--- config.mk ---
export PLATFORM = sky130hd
export DESIGN_NAME = jhc_jog_homing
export DESIGN_NICKNAME = d
export VERILOG_FILES = /design/src/jhc_pkg.sv /design/src/jhc_jog_homing.sv
export SDC_FILE = /design/constraint.sdc
export NUM_CORES = 1
export LEC_CHECK = 0
export ABC_CLOCK_PERIOD_IN_PS = 2600
export BUFFER_PORTS_ARGS = -buffer_cell sky130_fd_sc_hd__clkbuf_2
export CORE_AREA = 2 2 356 358
export DETAILED_ROUTE_END_ITERATION = 8
export DIE_AREA = 0 0 358 360
export REMOVE_ABC_BUFFERS = 1
export SYNTH_ARGS = -nofsm -noshare
export SYNTH_HDL_FRONTEND = slang
export SYNTH_SLANG_ARGS = --single-unit
--- constraint.sdc ---
create_clock -name clk -period 2.6 [get_ports clk]
set_clock_uncertainty 0.1 [all_clocks]
set_input_delay 0.13 -clock clk [delete_from_list [all_inputs] [get_ports clk]]
set_output_delay 0.13 -clock clk [all_outputs]
set_load 0.05 [all_outputs]
--- src/jhc_pkg.sv ---
/*
 Package for the jog and homing command logic: number formats, defaults,
 states and the packed carriers shared by the design.
 Assumes fixed-point velocities in 0.001 unit/s and distances in 0.000001 unit.
*/
package jhc_pkg;

	localparam int JHC_VEL_W = 48;
	localparam int JHC_POS_W = 64;
	// Velocity in 1e-3 unit/s, distance and position in 1e-6 unit
	localparam logic signed [JHC_VEL_W-1:0] JHC_VEL_LIMIT = 48'sh0000_0009_502f_9000; // 4e+07 * 1000
	localparam logic signed [JHC_VEL_W-1:0] JHC_VEL1_LIN = -48'sh0000_0000_0000_1388; // -5.000
	localparam logic signed [JHC_VEL_W-1:0] JHC_VEL1_ROT = -48'sh0000_0000_0002_bf20; // -180.000
	localparam logic signed [JHC_VEL_W-1:0] JHC_VEL2_LIN = 48'sh0000_0000_0000_1388; // 5.000
	localparam logic signed [JHC_VEL_W-1:0] JHC_VEL2_ROT = 48'sh0000_0000_0002_bf20; // 180.000
	localparam logic [JHC_POS_W-1:0] JHC_DIST_LIN = 64'h0000_0000_000f_4240; // 1.000000
	localparam logic [JHC_POS_W-1:0] JHC_DIST_ROT = 64'h0000_0000_0225_5100; // 36.000000
	localparam logic [JHC_POS_W-1:0] JHC_DIST_ZERO = 64'h0000_0000_0000_0000;
	localparam int JHC_HOME_SET_BIT = 11;
	localparam logic [15:0] JHC_STATUS_RST = 16'h0000;

	typedef enum {
		JHC_IDLE,
		JHC_JOG_CONT,
		JHC_JOG_INCR,
		JHC_HOMING
	} jhc_state_t;

	typedef struct packed {
		logic jog_one_request;
		logic jog_two_request;
		logic incremental_select;
		logic homing_trigger;
		logic homing_type_select;
	} jhc_cmd_t;

	typedef struct packed {
		logic signed [JHC_VEL_W-1:0] velocity;
		logic [JHC_POS_W-1:0] distance;
		logic incremental;
		logic run;
		logic abort;
	} jhc_move_t;

endpackage

--- src/jhc_jog_homing.sv ---
/*
 Jog and homing command logic for one positioning axis.
 Assumes a motion profile generator that executes move_cmd using the
 acceleration limits passed through, and reports motion_busy, homing_done.
*/
// Overview of operation
// - Jog one velocity signed, limited, defaulted
// - Jog two velocity signed, limited, defaulted
// - Jog one distance non-negative, defaulted
// - Jog two distance separate, same defaults
// - Incremental jog one starts on rising edge
// - Jog one request low aborts incremental move
// - Incremental jog two starts on rising edge
// - Jog two request low aborts incremental move
// - Jog ramps use max acceleration/deceleration
// - Continuous jog one while request held
// - Incremental jog one moves distance, stops
// - Continuous jog two while request held
// - Incremental jog two moves distance, stops
// - Homing trigger rising edge starts selected homing
// - Homing trigger falling edge interrupts homing
// - Active homing start only when motion finished
// - Active homing start clears home set flag
// - Passive homing start keeps home set flag
// - Unconnected command inputs read as low
// - Homing completion loads home position value
`timescale 1ns/1ps
module jhc_jog_homing
	import jhc_pkg::*;
(
	input wire logic clk,
	input wire logic srst,
	input wire logic rotary_axis,
	input wire jhc_cmd_t cmd,
	input wire logic cmd_connected,
	input wire logic vel_write,
	input wire logic signed [JHC_VEL_W-1:0] jog_one_velocity_in,
	input wire logic signed [JHC_VEL_W-1:0] jog_two_velocity_in,
	input wire logic dist_write,
	input wire logic signed [JHC_POS_W-1:0] jog_one_distance_in,
	input wire logic signed [JHC_POS_W-1:0] jog_two_distance_in,
	input wire logic [JHC_VEL_W-1:0] max_acceleration,
	input wire logic [JHC_VEL_W-1:0] max_deceleration,
	input wire logic signed [JHC_POS_W-1:0] home_position_value,
	input wire logic motion_busy,
	input wire logic move_done,
	input wire logic homing_done,
	output jhc_move_t move_cmd,
	output logic [JHC_VEL_W-1:0] ramp_accel,
	output logic [JHC_VEL_W-1:0] ramp_decel,
	output logic homing_start,
	output logic homing_active_type,
	output logic homing_interrupt,
	output logic homing_busy,
	output logic position_load,
	output logic signed [JHC_POS_W-1:0] position_load_value,
	output logic [15:0] status,
	output logic signed [JHC_VEL_W-1:0] jog_one_velocity,
	output logic signed [JHC_VEL_W-1:0] jog_two_velocity,
	output logic [JHC_POS_W-1:0] jog_one_distance,
	output logic [JHC_POS_W-1:0] jog_two_distance
);

	jhc_cmd_t in_cmd;
	jhc_cmd_t prev_cmd;
	jhc_state_t state;
	logic owner_two;
	logic jog_one_rise;
	logic jog_two_rise;
	logic home_rise;
	logic home_fall;
	logic req_owner;
	logic any_req;
	logic jog_lock;

	// Floating command sinks read as zero
	assign in_cmd = cmd_connected ? cmd : '0;

	assign jog_one_rise = in_cmd.jog_one_request & ~prev_cmd.jog_one_request;
	assign jog_two_rise = in_cmd.jog_two_request & ~prev_cmd.jog_two_request;
	assign home_rise = in_cmd.homing_trigger & ~prev_cmd.homing_trigger;
	assign home_fall = ~in_cmd.homing_trigger & prev_cmd.homing_trigger;
	assign any_req = in_cmd.jog_one_request | in_cmd.jog_two_request;
	assign req_owner = owner_two ? in_cmd.jog_two_request : in_cmd.jog_one_request;

	function automatic logic signed [JHC_VEL_W-1:0] jhc_clamp_vel(input logic signed [JHC_VEL_W-1:0] v);
		if (v > JHC_VEL_LIMIT) begin
			return JHC_VEL_LIMIT;
		end else if (v < -JHC_VEL_LIMIT) begin
			return -JHC_VEL_LIMIT;
		end
		return v;
	endfunction

	function automatic logic [JHC_POS_W-1:0] jhc_clamp_dist(input logic signed [JHC_POS_W-1:0] d);
		if (d < 0) begin
			return JHC_DIST_ZERO;
		end
		return d;
	endfunction

	always_ff @(posedge clk) begin
		if (srst) begin
			prev_cmd <= '0;
		end else begin
			prev_cmd <= in_cmd;
		end
	end

	// Velocity setpoints with unit-dependent defaults, switched only while owner_two is low
	always_ff @(posedge clk) begin
		if (srst) begin
			jog_one_velocity <= JHC_VEL1_LIN;
			jog_two_velocity <= JHC_VEL2_LIN;
		end else if (vel_write) begin
			jog_one_velocity <= jhc_clamp_vel(jog_one_velocity_in);
			jog_two_velocity <= jhc_clamp_vel(jog_two_velocity_in);
		end else if (prev_cmd == '0 && state == JHC_IDLE && !jog_lock && !owner_two && !motion_busy
			&& jog_one_velocity == (rotary_axis ? JHC_VEL1_LIN : JHC_VEL1_ROT)) begin
			jog_one_velocity <= rotary_axis ? JHC_VEL1_ROT : JHC_VEL1_LIN;
			jog_two_velocity <= rotary_axis ? JHC_VEL2_ROT : JHC_VEL2_LIN;
		end
	end

	// Traversing distances, never negative
	always_ff @(posedge clk) begin
		if (srst) begin
			jog_one_distance <= JHC_DIST_LIN;
			jog_two_distance <= JHC_DIST_LIN;
		end else if (dist_write) begin
			jog_one_distance <= jhc_clamp_dist(jog_one_distance_in);
			jog_two_distance <= jhc_clamp_dist(jog_two_distance_in);
		end else if (state == JHC_IDLE && !motion_busy
			&& jog_one_distance == (rotary_axis ? JHC_DIST_LIN : JHC_DIST_ROT)
			&& jog_two_distance == jog_one_distance) begin
			jog_one_distance <= rotary_axis ? JHC_DIST_ROT : JHC_DIST_LIN;
			jog_two_distance <= rotary_axis ? JHC_DIST_ROT : JHC_DIST_LIN;
		end
	end

	// Ramp limits follow the configured maxima
	always_ff @(posedge clk) begin
		if (srst) begin
			ramp_accel <= '0;
			ramp_decel <= '0;
		end else begin
			ramp_accel <= max_acceleration;
			ramp_decel <= max_deceleration;
		end
	end

	// Jog arbitration and state machine
	always_ff @(posedge clk) begin
		if (srst) begin
			state <= JHC_IDLE;
			owner_two <= 1'b0;
			jog_lock <= 1'b0;
			move_cmd <= '0;
		end else begin
			move_cmd.abort <= 1'b0;
			if (!any_req) begin
				jog_lock <= 1'b0;
			end
			case (state)
				JHC_IDLE: begin
					move_cmd.run <= 1'b0;
					if (!jog_lock && (jog_one_rise || jog_two_rise)) begin
						// Simultaneous edges give channel one priority
						owner_two <= !jog_one_rise;
						jog_lock <= 1'b1;
						move_cmd.run <= 1'b1;
						move_cmd.incremental <= in_cmd.incremental_select;
						move_cmd.velocity <= jog_one_rise ? jog_one_velocity : jog_two_velocity;
						move_cmd.distance <= jog_one_rise ? jog_one_distance : jog_two_distance;
						if (in_cmd.incremental_select) begin
							state <= JHC_JOG_INCR;
						end else begin
							state <= JHC_JOG_CONT;
						end
					end else if (home_rise && !(in_cmd.homing_type_select == 1'b0 && motion_busy)) begin
						state <= JHC_HOMING;
					end
				end
				JHC_JOG_CONT: begin
					if (!req_owner) begin
						move_cmd.run <= 1'b0;
						state <= JHC_IDLE;
					end
				end
				JHC_JOG_INCR: begin
					if (!req_owner) begin
						move_cmd.run <= 1'b0;
						move_cmd.abort <= 1'b1;
						state <= JHC_IDLE;
					end else if (move_done) begin
						move_cmd.run <= 1'b0;
						state <= JHC_IDLE;
					end
				end
				JHC_HOMING: begin
					if (home_fall || homing_done) begin
						state <= JHC_IDLE;
					end
				end
				default: begin
					state <= JHC_IDLE;
				end
			endcase
		end
	end

	// Homing start and interrupt pulses
	always_ff @(posedge clk) begin
		if (srst) begin
			homing_start <= 1'b0;
			homing_active_type <= 1'b0;
			homing_interrupt <= 1'b0;
			homing_busy <= 1'b0;
		end else begin
			homing_start <= 1'b0;
			homing_interrupt <= 1'b0;
			if (state == JHC_IDLE && !jog_lock && !jog_one_rise && !jog_two_rise && home_rise
				&& !(in_cmd.homing_type_select == 1'b0 && motion_busy)) begin
				homing_start <= 1'b1;
				homing_active_type <= ~in_cmd.homing_type_select;
				homing_busy <= 1'b1;
			end else if (state == JHC_HOMING && home_fall) begin
				homing_interrupt <= 1'b1;
				homing_busy <= 1'b0;
			end else if (state == JHC_HOMING && homing_done) begin
				homing_busy <= 1'b0;
			end
		end
	end

	// Home-set status flag and actual position load
	always_ff @(posedge clk) begin
		if (srst) begin
			status <= JHC_STATUS_RST;
			position_load <= 1'b0;
			position_load_value <= '0;
		end else begin
			position_load <= 1'b0;
			if (state == JHC_HOMING && homing_done && !home_fall) begin
				status[JHC_HOME_SET_BIT] <= 1'b1;
				position_load <= 1'b1;
				position_load_value <= home_position_value;
			end else if (state == JHC_IDLE && !jog_lock && !jog_one_rise && !jog_two_rise && home_rise
				&& !in_cmd.homing_type_select && !motion_busy) begin
				status[JHC_HOME_SET_BIT] <= 1'b0;
			end
			// Passive homing start leaves the flag alone
		end
	end

endmodule

==> results.json <==
{
  "outcome": "finished with violations",
  "violations": "negative setup slack",
  "core_area_um2": 125000,
  "r2r_slack_ns": -0.26,
  "setup_slack_ns": -0.265,
  "maxCapViolCount": 0,
  "tightest_slew_ns": 1.10,
  "swShare_pct": 38.3,
  "path_max_fanout": 64,
  "grt_pass1_wl_um": 178000,
  "postRouteAntennaNets": 0,
  "cts.clk_slew.worst_paths_ns": 0.06,
  "netlist_instances": 2138,
  "start_util_pct": 15.5,
  "rows": 130,
  "fillerInstances": 13300,
  "leakagePower_uw": 0.0151,
  "die-area_um2": 129000,
  "timing.final.crit_share_pct": 110,
  "synth-main-ff-cell": "dfxtp_1",
  "reg2reg_to": "jog_two_distance[37]$_SDFFE_PP0P_",
  "wirelength_um": 133000,
  "p_clk_share_pct": 36.1,
  "track_usage_pct": 19.6,
  "p_int_uw": 17100,
  "whs_path_depth": 5,
  "whs_endpoint": "jog_one_velocity[35]$_SDFFE_PP1P_",
  "post-route-min-period_ns": 2.86,
  "rsz0062_at_grt": "true",
  "root_buffer": "clkbuf_16",
  "clk_latency_ns": 0.66,
  "synth_edf_count": 0,
  "ff_latch_area_um2": 10200,
  "synthArstFlopShare_pct": 0,
  "clock_path_buffers": 3,
  "dr.pass1.iters": 5,
  "setup_viol": 120,
  "seq_area_frac_synth_pct": 52.7,
  "h-tree-depth": 3,
  "antenna_found_initial": 39,
  "grt_pass1_vias": 22400,
  "postSynthRegisterBits": 511,
  "synthTopCellsByArea": "dfxtp_1, nand2_1, a22o_1",
  "nNetsFinal": 4020,
  "max_freq_mhz": 349,
  "cts.sinks": 511,
  "cts_tree": "yes",
  "slowest_stage": "or4_4",
  "worstSetupStartpointType": "register",
  "worstReg2RegStart": "jog_two_distance[51]$_SDFFE_PP0P_",
  "post_drt_wl_per_cell_um": 24.9,
  "hold_class": "in -> reg",
  "utilization_pct": 27.5,
  "mostFrequentLayoutCell": "clkbuf_2",
  "met1_usage_pct": 22.4,
  "ys_types": 76,
  "busiest_layer": "met2",
  "p_comb_share_pct": 30.7,
  "cp_cell_sequence": "nor4_4, buf_4, nand4_1, or4_4, nor4_4, buf_4, a311oi_4, buf_12, a22o_1",
  "synth.top_cell.area_share_pct": 52.7,
  "multi_input_area_um2": 8740,
  "min_from": "jog_one_velocity_in[47]",
  "dp_hpwl_um": 104000,
  "grt_max_degree": 153,
  "synthesis.area_per_instance_um2": 9.07,
  "design.portCount": 918,
  "peakVddDrop_mv": 0.402,
  "worstPathRequired_ns": 3.03,
  "ys_warn_count": 0,
  "numPortBuffers": 899,
  "hold_viol": 0,
  "fp.dieW_um": 358,
  "numCtsBuffers": 68,
  "seq_power_share_pct": 33.2,
  "tns_ns": -23.09,
  "route.vias.total": 22700,
  "switchingPower_uw": 10600,
  "grt_util_met2_pct": 34.2,
  "gp_congestion": 0.958,
  "arrival_ns": 3.30,
  "final_max_slew_viol_count": 0,
  "hold_ws_ns": 0.0620,
  "overflow": 0,
  "viasPerCell": 4.25,
  "startpoint": "jog_two_distance[51]$_SDFFE_PP0P_",
  "synth_largest_area_cell": "dfxtp_1",
  "met3_usage_pct": 5.64,
  "cpPeakStageDelay_ns": 0.55,
  "drive_gt1_share_pct": 36.4,
  "crit_type": "reg -> reg",
  "synthToLayoutAreaGrowth_pct": 77.4,
  "r2r_cells": 9,
  "slew_headroom_pct": 26.8,
  "syn_area_um2": 19400,
  "fp.dieH_um": 360,
  "drt_iter0_drc": 1590,
  "route.detailed.drc": 0,
  "cp-end-kind": "register",
  "totalPowerFinal_uw": 27800,
  "p_per_area_nw_per_um2": 807,
  "mostFrequentLayoutCells": "clkbuf_2, dfxtp_1, dlygate4sd3_1"
}
==> critical path: cells and delay by family (launching register included) <==
kind                   cells  cell delay (ns)
buffers and inverters      3             0.58
flip-flops                 1             0.34
AND/OR/NAND/NOR            4             1.26
AO/OA/AOI/OAI              2             0.40
==> stage by stage <==
stage / cells / area [um^2] / worst slack (ns)
2_1_floorplan: 1988 / 18700 / -12.30
3_3_place_gp: 4789 / 27600 / -1.39
3_5_place_dp: 4789 / 27600 / -1.37
4_1_cts: 5315 / 34100 / -0.470
5_1_grt: 5329 / 34400 / -0.408
6_report: 5333 / 34400 / -0.265
==> cells in the mapped netlist, types with 29 or more instances <==
cell / count
clkbuf_1: 116
nor2_1: 214
a21oi_1: 121
a311oi_1: 100
a22o_1: 110
nor2b_1: 116
dfxtp_1: 511
nand2_1: 375
nand4_1: 29
nor4_1: 34
inv_1: 35
==> power groups by stage <==
stage | Sequential (uW) | Combinational, uW | Clock [uW]
6_report | 9220 | 8520 | 10000
2_1_floorplan | 10900 | 1560 | 0
3_5_place_dp | 9370 | 8060 | 0
5_1_grt | 9320 | 9030 | 10600
3_3_place_gp | 9350 | 8020 | 0
4_1_cts | 9210 | 8650 | 10300
==> per-layer routing <==
layer | wire length [um] | vias up
li1 | - | 10500
met3 | 9860 | 223
met2 | 64600 | 953
met4 | 5150 | 46
met5 | 313 | -
met1 | 52900 | 10900
==> how the worst max path moves through the flow <==
stage               slack, ns                                end  depth (start not counted)
CTS                     -0.47  jog_two_distance[13]$_SDFFE_PP0P_                          8
detailed placement      -1.37   jog_two_distance[8]$_SDFFE_PP0P_                         10
floorplan              -12.30         move_cmd[100]$_SDFFE_PP0P_                          4
global placement        -1.39  jog_two_distance[21]$_SDFFE_PP0P_                         10
finish                  -0.26  jog_two_distance[37]$_SDFFE_PP0P_                          9
global route            -0.41  jog_two_distance[54]$_SDFFE_PP0P_                         10
==> layout make-up <==
cell class	instances	area share (%)
Antenna cell	11	0.0800
Clock buffer	88	5.43
Clock inverter	37	1.45
Inverter	35	0.382
Multi-Input combinational cell	1442	25.4
Sequential cell	511	29.8
Tap cell	1650	6.00
Timing Repair Buffer	1559	31.5
==> state kept, by name, indices dropped and copies added, names as in the netlist <==
register / flops
jog_two_distance: 63
jog_two_velocity: 48
homing_busy: 1
ramp_accel: 48
jog_lock: 1
owner_two: 1
homing_active_type: 1
homing_start: 1
move_cmd: 114
status: 1
jog_one_velocity: 48
ramp_decel: 48
state: 2
homing_interrupt: 1
position_load: 1
jog_one_distance: 63
position_load_value: 64
prev_cmd: 5
==> kinds of logic (layout without fill, tap and decap cells) <==
logic type	Yosys count	after routing	synth area share (%)
multiplexers	14	14	0.774
flip-flops	511	511	52.7
XOR/XNOR	45	45	2.03
AO/OA/AOI/OAI	491	491	19.0
buffers and inverters	202	1719	4.40
AND/OR/NAND/NOR	869	869	20.7
other	1	29	0.0193
adder cells (fa/ha/maj)	5	5	0.323
==> what timing repair did <==
action | CTS | global route
gates resized for setup | 35 | 33
pin swaps | 5 | 10
setup buffers | 1 | 5
endpoints found under the setup margin | 150 | 170
hold buffers | 400 | 0
cloned | 0 | 2
endpoints found under the hold margin | 393 | 0
No activity file was read; power rests on OpenSTA's default activity.
